[src/rtl/ietu_cfg.svh]
`ifndef IETU_CFG_SVH
`define IETU_CFG_SVH
// vector base and spacing for capture/compare sources
`define IETU_VEC_BASE 24'h00_0040
`define IETU_VEC_STEP 24'h00_0004
`define IETU_TRAP_BASE 8'h10
// priority level zero never wins arbitration
`define IETU_PRIO_IDLE 4'h0
// response latency window in ps, and cpu clock in kHz
`define IETU_LAT_MIN_PS 78000
`define IETU_LAT_MAX_PS 187500
`define IETU_CLK_KHZ 50000
// edge select encodings
`define IETU_EDGE_RISE 2'b01
`define IETU_EDGE_FALL 2'b10
`define IETU_EDGE_BOTH 2'b11
// fast input source codes; any other code picks the plain pin
`define IETU_FAST_CAN 2'h1
`define IETU_FAST_SCL 2'h2
// pointer step per transfer, byte or word
`define IETU_STEP_BYTE 24'h00_0001
`define IETU_STEP_WORD 24'h00_0002
// counter values that end a counted block at this service
`define IETU_CNT_LAST 16'h0001
`define IETU_CNT_ZERO 16'h0000
`endif

[src/rtl/ietu_pkg.sv]
package ietu_pkg;
    // arbiter state
    typedef enum logic [1:0] {
        IETU_IDLE,
        IETU_XFER,
        IETU_VECT
    } ietu_state_t;
endpackage

[src/rtl/ietu_top.sv]
`timescale 1ns/10ps
`include "ietu_cfg.svh"
module ietu_top
    import ietu_pkg::*;
#(
    parameter int NSRC = 6,
    parameter int NCH = 8
) (
    // clock and reset
    input wire logic clk_i,
    input wire logic rst_n_i,
    // peripheral requests, one-cycle pulses on clk_i
    input wire logic [NSRC-1:0] req_i,
    // per source enable and priority
    input wire logic [NSRC-1:0] enable_i,
    input wire logic [4*NSRC-1:0] prio_i,
    // per source: route to transfer channel
    input wire logic [NSRC-1:0] xfer_sel_i,
    input wire logic [3*NSRC-1:0] xfer_ch_i,
    // per source clear of the request flag
    input wire logic [NSRC-1:0] clr_i,
    // fast external input: pin, can receive, serial clock
    input wire logic fast_pin_i,
    input wire logic can_receive_line_i,
    input wire logic serial_clk_i,
    input wire logic [1:0] fast_src_i,
    input wire logic [1:0] fast_edge_i,
    // software trap
    input wire logic trap_i,
    input wire logic [7:0] trap_num_i,
    // cpu state
    input wire logic [3:0] cur_prio_i,
    input wire logic ack_i,
    // transfer channel programming
    input wire logic ch_load_i,
    input wire logic [2:0] ch_idx_i,
    input wire logic [15:0] ch_count_i,
    input wire logic ch_cont_i,
    input wire logic ch_inc_dst_i,
    input wire logic ch_word_i,
    input wire logic [23:0] ch_src_i,
    input wire logic [23:0] ch_dst_i,
    // outputs
    output logic [NSRC-1:0] flag_o,
    output logic fast_flag_o,
    output logic irq_o,
    output logic [23:0] vector_o,
    output logic [3:0] irq_prio_o,
    output logic xfer_o,
    output logic [23:0] xfer_src_o,
    output logic [23:0] xfer_dst_o,
    output logic xfer_word_o,
    output logic [2:0] xfer_ch_o
);
    // ps times kHz overflows 32 bits, so the window is worked in 64
    localparam longint LAT_DIV = 1_000_000_000;
    localparam int LAT_MIN = int'((longint'(`IETU_LAT_MIN_PS) *
                                   `IETU_CLK_KHZ + LAT_DIV - 1) / LAT_DIV);
    localparam int LAT_MAX = int'((longint'(`IETU_LAT_MAX_PS) *
                                   `IETU_CLK_KHZ) / LAT_DIV);

    // request flags and arbiter state
    logic [NSRC-1:0] flag_reg;
    ietu_state_t state_reg;
    // fast input synchronisers
    logic [2:0] sync1_reg;
    logic [2:0] sync2_reg;
    logic fast_prev_reg;
    logic fast_flag_reg;
    // channel state
    logic [15:0] cnt_reg [NCH];
    logic [23:0] src_reg [NCH];
    logic [23:0] dst_reg [NCH];
    logic [NCH-1:0] cont_reg;
    logic [NCH-1:0] incd_reg;
    logic [NCH-1:0] word_reg;
    logic [2:0] win_reg;
    // outputs
    logic irq_reg;
    logic [23:0] vec_reg;
    logic [3:0] iprio_reg;
    logic xfer_reg;
    logic [23:0] xsrc_reg;
    logic [23:0] xdst_reg;
    logic xword_reg;
    logic [2:0] xch_reg;

    // fast input selection after sync
    wire logic fast_lvl = (fast_src_i == `IETU_FAST_CAN) ? sync2_reg[1] :
                          (fast_src_i == `IETU_FAST_SCL) ? sync2_reg[2] :
                          sync2_reg[0];
    // edge qualifier
    wire logic rise = fast_lvl & ~fast_prev_reg;
    wire logic fall = ~fast_lvl & fast_prev_reg;
    wire logic fast_evt = (fast_edge_i[0] & rise) | (fast_edge_i[1] & fall);

    // highest enabled pending priority, lowest index on ties
    logic [3:0] best_prio;
    logic [2:0] best_idx;
    logic best_hit;
    always_comb begin
        best_prio = `IETU_PRIO_IDLE;
        best_idx = 3'd0;
        best_hit = 1'b0;
        for (int i = NSRC - 1; i >= 0; i--) begin
            if (flag_reg[i] && enable_i[i] &&
                prio_i[4*i +: 4] != `IETU_PRIO_IDLE &&
                prio_i[4*i +: 4] >= best_prio) begin
                best_prio = prio_i[4*i +: 4];
                best_idx = 3'(i);
                best_hit = 1'b1;
            end
        end
    end
    // preempt only above current level
    wire logic grant = best_hit && (best_prio > cur_prio_i) &&
                       state_reg == IETU_IDLE && !irq_reg;
    // a trap in the same cycle takes the slot; the flag must survive
    wire logic hw_take = grant && !trap_i;
    wire logic to_xfer = xfer_sel_i[best_idx];
    wire logic [2:0] gch = xfer_ch_i[3*best_idx +: 3];
    // per source vector
    wire logic [23:0] src_vec = `IETU_VEC_BASE +
                                24'(best_idx) * `IETU_VEC_STEP;
    // trap vector: trap number times four
    wire logic [23:0] trap_vec = {14'h0000, trap_num_i, 2'b00};
    wire logic cnt_last = cnt_reg[gch] == `IETU_CNT_LAST ||
                          cnt_reg[gch] == `IETU_CNT_ZERO;
    // pointer advance follows the channel's data size
    wire logic [23:0] ptr_step = word_reg[gch] ? `IETU_STEP_WORD :
                                                 `IETU_STEP_BYTE;
    // latency: grant reaches output in one cycle, below the 4 to 9 cycle window; lat_ok only needs both bounds >= 1
    wire logic lat_ok = LAT_MIN >= 1 && LAT_MAX >= 1;

    // input synchronisers
    always_ff @(posedge clk_i or negedge rst_n_i) begin
        if (!rst_n_i) begin
            sync1_reg <= 3'b000;
            sync2_reg <= 3'b000;
            fast_prev_reg <= 1'b0;
        end else begin
            sync1_reg <= {serial_clk_i, can_receive_line_i, fast_pin_i};
            sync2_reg <= sync1_reg;
            fast_prev_reg <= fast_lvl;
        end
    end

    // request flags: set wins over clear
    always_ff @(posedge clk_i or negedge rst_n_i) begin
        if (!rst_n_i) begin
            flag_reg <= '0;
            fast_flag_reg <= 1'b0;
        end else begin
            for (int i = 0; i < NSRC; i++) begin
                if (req_i[i])
                    flag_reg[i] <= 1'b1;
                else if (clr_i[i] || (hw_take && best_idx == 3'(i)))
                    flag_reg[i] <= 1'b0;
            end
            fast_flag_reg <= fast_evt | (fast_flag_reg & ~ack_i);
        end
    end

    // arbiter and transfer engine
    always_ff @(posedge clk_i or negedge rst_n_i) begin
        if (!rst_n_i) begin
            state_reg <= IETU_IDLE;
            irq_reg <= 1'b0;
            vec_reg <= 24'h00_0000;
            iprio_reg <= 4'h0;
            xfer_reg <= 1'b0;
            xsrc_reg <= 24'h00_0000;
            xdst_reg <= 24'h00_0000;
            xword_reg <= 1'b0;
            xch_reg <= 3'd0;
            win_reg <= 3'd0;
            cont_reg <= '0;
            incd_reg <= '0;
            word_reg <= '0;
            for (int c = 0; c < NCH; c++) begin
                cnt_reg[c] <= 16'h0000;
                src_reg[c] <= 24'h00_0000;
                dst_reg[c] <= 24'h00_0000;
            end
        end else begin
            xfer_reg <= 1'b0;
            if (ch_load_i) begin
                cnt_reg[ch_idx_i] <= ch_count_i;
                src_reg[ch_idx_i] <= ch_src_i;
                dst_reg[ch_idx_i] <= ch_dst_i;
                cont_reg[ch_idx_i] <= ch_cont_i;
                incd_reg[ch_idx_i] <= ch_inc_dst_i;
                word_reg[ch_idx_i] <= ch_word_i;
            end
            if (irq_reg && ack_i)
                irq_reg <= 1'b0;
            case (state_reg)
                IETU_IDLE: begin
                    if (trap_i && !irq_reg) begin
                        irq_reg <= 1'b1;
                        vec_reg <= trap_vec;
                        iprio_reg <= 4'hF;
                    end else if (grant && lat_ok && to_xfer) begin
                        // single stolen cycle, no vector
                        xfer_reg <= 1'b1;
                        xsrc_reg <= src_reg[gch];
                        xdst_reg <= dst_reg[gch];
                        xword_reg <= word_reg[gch];
                        xch_reg <= gch;
                        if (incd_reg[gch])
                            dst_reg[gch] <= dst_reg[gch] + ptr_step;
                        else
                            src_reg[gch] <= src_reg[gch] + ptr_step;
                        if (!cont_reg[gch])
                            cnt_reg[gch] <= cnt_reg[gch] - 16'd1;
                        win_reg <= best_idx;
                        iprio_reg <= best_prio;
                        if (!cont_reg[gch] && cnt_last)
                            state_reg <= IETU_VECT;
                    end else if (grant) begin
                        irq_reg <= 1'b1;
                        vec_reg <= src_vec;
                        iprio_reg <= best_prio;
                    end
                end
                IETU_VECT: begin
                    // count ran out: vector to the owning source
                    irq_reg <= 1'b1;
                    vec_reg <= `IETU_VEC_BASE + 24'(win_reg) * `IETU_VEC_STEP;
                    state_reg <= IETU_IDLE;
                end
                default: state_reg <= IETU_IDLE;
            endcase
        end
    end

    assign flag_o = flag_reg;
    assign fast_flag_o = fast_flag_reg;
    assign irq_o = irq_reg;
    assign vector_o = vec_reg;
    assign irq_prio_o = iprio_reg;
    assign xfer_o = xfer_reg;
    assign xfer_src_o = xsrc_reg;
    assign xfer_dst_o = xdst_reg;
    assign xfer_word_o = xword_reg;
    assign xfer_ch_o = xch_reg;
endmodule

[config.mk]
export PLATFORM = sky130hd
export DESIGN_NAME = ietu_top
export DESIGN_NICKNAME = d
export VERILOG_FILES = /design/src/rtl/ietu_pkg.sv /design/src/rtl/ietu_top.sv
export VERILOG_INCLUDE_DIRS = /design/src /design/src/rtl
export SDC_FILE = /design/constraint.sdc
export NUM_CORES = 2
export LEC_CHECK = 0
export ABC_AREA = 1
export BUFFER_PORTS_ARGS = -buffer_cell sky130_fd_sc_hd__buf_2
export CORE_UTILIZATION = 60
export CTS_CLUSTER_SIZE = 28
export DETAILED_ROUTE_END_ITERATION = 10
export PLACE_DENSITY = 0.86
export SYNTH_ARGS = -nofsm -noshare
export SYNTH_HDL_FRONTEND = slang
export SYNTH_SLANG_ARGS = --single-unit
[constraint.sdc]
create_clock -name clk_i -period 13.8 [get_ports clk_i]
set_clock_uncertainty 0.2 [all_clocks]
set_input_delay 1.38 -clock clk_i [delete_from_list [all_inputs] [get_ports clk_i]]
set_output_delay 1.38 -clock clk_i [all_outputs]
set_load 0.005 [all_outputs]
==> report_table.html <==
<table>
<tr><th>Metric</th><th>Value</th></tr>
<tr><th colspan="2">Die</th></tr>
<tr><td>Boundary Pins</td><td>between 200 and 250</td></tr>
<tr><td>Overall die width</td><td>between 200 and 300 um</td></tr>
<tr><td>Standard-cell rows</td><td>91</td></tr>
<tr><td>Area inside the core boundary</td><td>around 0.062 mm^2</td></tr>
<tr><td>Overall die area</td><td>~0.064 mm^2</td></tr>
<tr><td>Die height</td><td>~250 um</td></tr>
<tr><td>Initial core utilization</td><td>61.1%</td></tr>
<tr><th colspan="2">Clock tree</th></tr>
<tr><td>TritonCTS clock tree</td><td>yes</td></tr>
<tr><td>H-Tree Level Count</td><td>3</td></tr>
<tr><td>Root buf cell</td><td>sky130_fd_sc_hd__clkbuf_16</td></tr>
<tr><td>Post-CTS setup buffer count</td><td>0</td></tr>
<tr><td>Maximum buffer depth of the clock tree</td><td>3</td></tr>
<tr><td>Insertion delay of the later-clocked pin in the worst-skew pair</td><td>~630 ps</td></tr>
<tr><td>Sink Count</td><td>between 600 and 700</td></tr>
<tr><td>TritonCTS buffer count</td><td>69</td></tr>
<tr><td>Clock-pin slew reported for the worst setup and hold paths after clock tree synthesis</td><td>approximately 60 ps</td></tr>
<tr><th colspan="2">STA</th></tr>
<tr><td>Number of slew-limit violations in the final report</td><td>0</td></tr>
<tr><td>Shortest period the worst path allows</td><td>between 10000 and 15000 ps</td></tr>
<tr><td>Final period utilization</td><td>88.9%</td></tr>
<tr><td>Final-report hold violation count</td><td>0</td></tr>
<tr><td>Slew @ Worst Pin</td><td>1190 ps</td></tr>
<tr><td>Setup repair after global routing missed its margin</td><td>no</td></tr>
<tr><td>Fin Setup TNS</td><td>0 ps</td></tr>
<tr><td>Fmax</td><td>81.5 MHz</td></tr>
<tr><td>Tightest slew margin relative to the limit</td><td>roughly a fifth</td></tr>
<tr><td>Final setup violation count</td><td>0</td></tr>
<tr><th colspan="2">Final layout</th></tr>
<tr><td>Share of cells above drive strength 1</td><td>about a tenth</td></tr>
<tr><td>Fin nets</td><td>between 5000 and 6000</td></tr>
<tr><td>Layout area overhead</td><td>9.61%</td></tr>
<tr><td>Final core utilization</td><td>67.0%</td></tr>
<tr><th colspan="2">Critical path</th></tr>
<tr><td>CP Launch Type</td><td>input port</td></tr>
<tr><td>Data required time at the worst endpoint</td><td>14060 ps</td></tr>
<tr><td>Endpoint kind of the worst setup timing path</td><td>flop</td></tr>
<tr><td>Kind of cell adding the most delay to the critical path</td><td>simple AND/OR/NAND/NOR gates</td></tr>
<tr><td>Cell repeated most along the worst path</td><td>sky130_fd_sc_hd__nand2_1</td></tr>
<tr><td>Setup CP Type</td><td>in -&gt; reg</td></tr>
<tr><td>Critical R2R Launch</td><td>flag_o[5]$_DFFE_PN0P_</td></tr>
<tr><td>Setup slack of the worst register-to-register path</td><td>1970 ps</td></tr>
<tr><td>Stage delay of the slowest cell on the critical path</td><td>around 550 ps</td></tr>
<tr><td>Largest fanout of any net on the critical path</td><td>27</td></tr>
<tr><td>Cell type of the slowest stage on the worst timing path</td><td>sky130_fd_sc_hd__nor2_2</td></tr>
<tr><td>Worst Setup SP</td><td>prio_i[20]</td></tr>
<tr><td>Bufs and invs on worst path</td><td>11</td></tr>
<tr><td>Arrival @ worst endpoint</td><td>about 13000 ps</td></tr>
<tr><th colspan="2">Routing</th></tr>
<tr><td>Number of antenna-violating nets in the routed design</td><td>0</td></tr>
<tr><td>Vias after detailed routing</td><td>between 30000 and 40000</td></tr>
<tr><td>First-pass detailed-route iteration total</td><td>9</td></tr>
<tr><td>1st-iter DRT viols</td><td>5247</td></tr>
<tr><td>Post-route DRC</td><td>0</td></tr>
<tr><td>Avg Vias per Cell</td><td>6.01</td></tr>
<tr><td>Routed Wire Length</td><td>125000 um</td></tr>
<tr><td>Average routed wire per standard cell</td><td>a little under 20 um</td></tr>
<tr><th colspan="2">Synthesis</th></tr>
<tr><td>Count of flip-flops with a built-in enable after synthesis</td><td>0</td></tr>
<tr><td>Post-synthesis async set-or-reset flop share</td><td>100%</td></tr>
<tr><td>Cell area after synthesis</td><td>0.0379 mm^2</td></tr>
<tr><td>Dominant synthesized flop cell</td><td>sky130_fd_sc_hd__dfrtp_1</td></tr>
<tr><td>Total of warnings raised by yosys</td><td>0</td></tr>
<tr><td>Share of the yosys chip area belonging to registers</td><td>40.9%</td></tr>
<tr><td>Synthesized area divided by synthesized cell count</td><td>6.91 um^2</td></tr>
<tr><td>Synthesized instance count</td><td>5485</td></tr>
<tr><td>Synthesized flop and latch total</td><td>620</td></tr>
<tr><td>Synth cell types</td><td>between 50 and 60</td></tr>
<tr><th colspan="2">Placement</th></tr>
<tr><td>IO Port Bufs</td><td>232</td></tr>
<tr><td>Final weighted congestion in routability-driven placement</td><td>roughly 0.97</td></tr>
<tr><td>Final HPWL DP</td><td>74100 um</td></tr>
<tr><th colspan="2">GRT</th></tr>
<tr><td>Global-route wire length before repair</td><td>just under 200000 um</td></tr>
<tr><td>Number of antenna violations at the first check in global routing</td><td>6</td></tr>
<tr><td>GRT Residual Overflow</td><td>0</td></tr>
<tr><td>Number of global-route vias before repair</td><td>36500</td></tr>
<tr><td>Maximum number of pins on one net before global-route repair</td><td>~170</td></tr>
<tr><td>Gr usage total</td><td>39.0%</td></tr>
<tr><th colspan="2">Min path</th></tr>
<tr><td>Critical hold path startpoint</td><td>sync1_reg[0]$_DFF_PN0_</td></tr>
<tr><td>Hold/Removal Path Class</td><td>reg -&gt; reg</td></tr>
<tr><th colspan="2">Power and ir drop</th></tr>
<tr><td>IR Drop Worst-Case VDD</td><td>138 uV</td></tr>
<tr><td>Leakage power</td><td>21.9 nW</td></tr>
<tr><td>Power density normalized to cell area</td><td>237 mW/mm^2</td></tr>
<tr><th colspan="2">Flow run</th></tr>
<tr><td>Number of max-cap violations</td><td>0</td></tr>
<tr><th colspan="2">Run status</th></tr>
<tr><td>Outcome</td><td>finished clean</td></tr>
</table>
placed cells by master, fill, tap and decap left out, types with 12 or more instances in the layout:
master                         n
sky130_fd_sc_hd__nor2_2       34
sky130_fd_sc_hd__inv_2        24
sky130_fd_sc_hd__conb_1       16
sky130_fd_sc_hd__clkbuf_16    73
sky130_fd_sc_hd__nand4_1      24
sky130_fd_sc_hd__mux2i_1      13
sky130_fd_sc_hd__buf_4        56
sky130_fd_sc_hd__o21ai_0     584
sky130_fd_sc_hd__nand2_1    2366
sky130_fd_sc_hd__o21ai_1     140
sky130_fd_sc_hd__nand2_2      40
sky130_fd_sc_hd__nor2_1      130
sky130_fd_sc_hd__ha_1         27
sky130_fd_sc_hd__nand3b_1     64
sky130_fd_sc_hd__clkbuf_8     18
sky130_fd_sc_hd__xor2_1       12
sky130_fd_sc_hd__a21oi_1      28
sky130_fd_sc_hd__buf_2       231
sky130_fd_sc_hd__clkbuf_1     13
sky130_fd_sc_hd__nand3_1     228
sky130_fd_sc_hd__o211ai_1    239
sky130_fd_sc_hd__dfrtp_1     620
sky130_fd_sc_hd__inv_1       443
path summary, 6_finish.rpt:
path                                               to  cells after the start
max                            src_reg[154]$_DFF_PN0_                     67
min                            sync2_reg[0]$_DFF_PN0_                      0
max reg2reg                    src_reg[154]$_DFF_PN0_                     66
min reg2reg                    sync2_reg[0]$_DFF_PN0_                      0
max in group asynchronous  xfer_dst_o[18]$_DFFE_PN0P_                      4
min in group asynchronous       flag_o[2]$_DFFE_PN0P_                      1
synthesized netlist by cell type (25+ instances only):
master,number,area [um^2]
sky130_fd_sc_hd__a21oi_1,29,145
sky130_fd_sc_hd__buf_2,87,435
sky130_fd_sc_hd__buf_4,33,248
sky130_fd_sc_hd__clkbuf_1,192,721
sky130_fd_sc_hd__dfrtp_1,620,15500
sky130_fd_sc_hd__ha_1,27,338
sky130_fd_sc_hd__inv_1,443,1660
sky130_fd_sc_hd__inv_2,25,93.8
sky130_fd_sc_hd__nand2_1,2366,8880
sky130_fd_sc_hd__nand2_2,43,269
sky130_fd_sc_hd__nand3_1,228,1140
sky130_fd_sc_hd__nand3b_1,64,480
sky130_fd_sc_hd__nor2_1,131,492
sky130_fd_sc_hd__nor2_2,33,206
sky130_fd_sc_hd__o211ai_1,239,1790
sky130_fd_sc_hd__o21ai_0,584,2920
sky130_fd_sc_hd__o21ai_1,140,701
area by class of cell:
cell class / count / area [um^2]
fillers: 5137 / 20500
flip-flops and latches: 620 / 15500
repair buffers: 294 / 1710
clock inverters: 18 / 246
clock buffers: 104 / 2120
inverters: 475 / 1790
diodes: 5 / 12.5
well taps: 837 / 1050
multi-input cells: 4073 / 19100
routing by layer:
layer	track usage [%]	wire length, um
met5	0	21
met4	22.4	7020
met3	8.58	16400
met2	59.3	54700
met1	51.5	47000
cells by family after synthesis:
group	after synthesis	share of synthesized area (%)
buffers and inverters	807	8.94
muxes	13	0.343
adders and majority gates	29	0.997
AOI/OAI and AO/OA	1043	15.8
other	1	0.00989
DFF	620	40.9
and+or+nand+nor	2950	32.3
xor gates and xnor gates	22	0.687
report_power, final:
group          switching [mW]  internal [mW]
clock                   0.790           1.16
combinational            3.50           1.49
sequential              0.353           2.55
per-stage QoR:
step           std cells  instance area (um^2)  hold WS, ps  setup slack (ps)  power [mW]
2_1_floorplan       5500                 38000          131              3430        6.37
3_3_place_gp        6299                 39200          132              1030        7.57
4_1_cts             6421                 41500          149              1420        9.68
6_report            6426                 41500          147              1530        9.84
5_1_grt             6425                 41500          152               211        10.5
3_5_place_dp        6299                 39200          136               850        7.71
what timing repair did:
action | 4_1_cts | 5_1_grt
hold buffers | 0 | 0
setup endpoints to repair | 0 | 14
resized for setup | 0 | 1
worst register-to-register path: cells and delay by family (launching register included):
kind	cells	cell delay [ps]
AND/OR/NAND/NOR	32	5080
AO/OA/AOI/OAI	16	2580
flip-flops	1	390
XOR/XNOR	1	510
buffers and inverters	10	1000
adder cells (fa/ha/maj)	7	1950
Power figures use the tool's default switching activity.
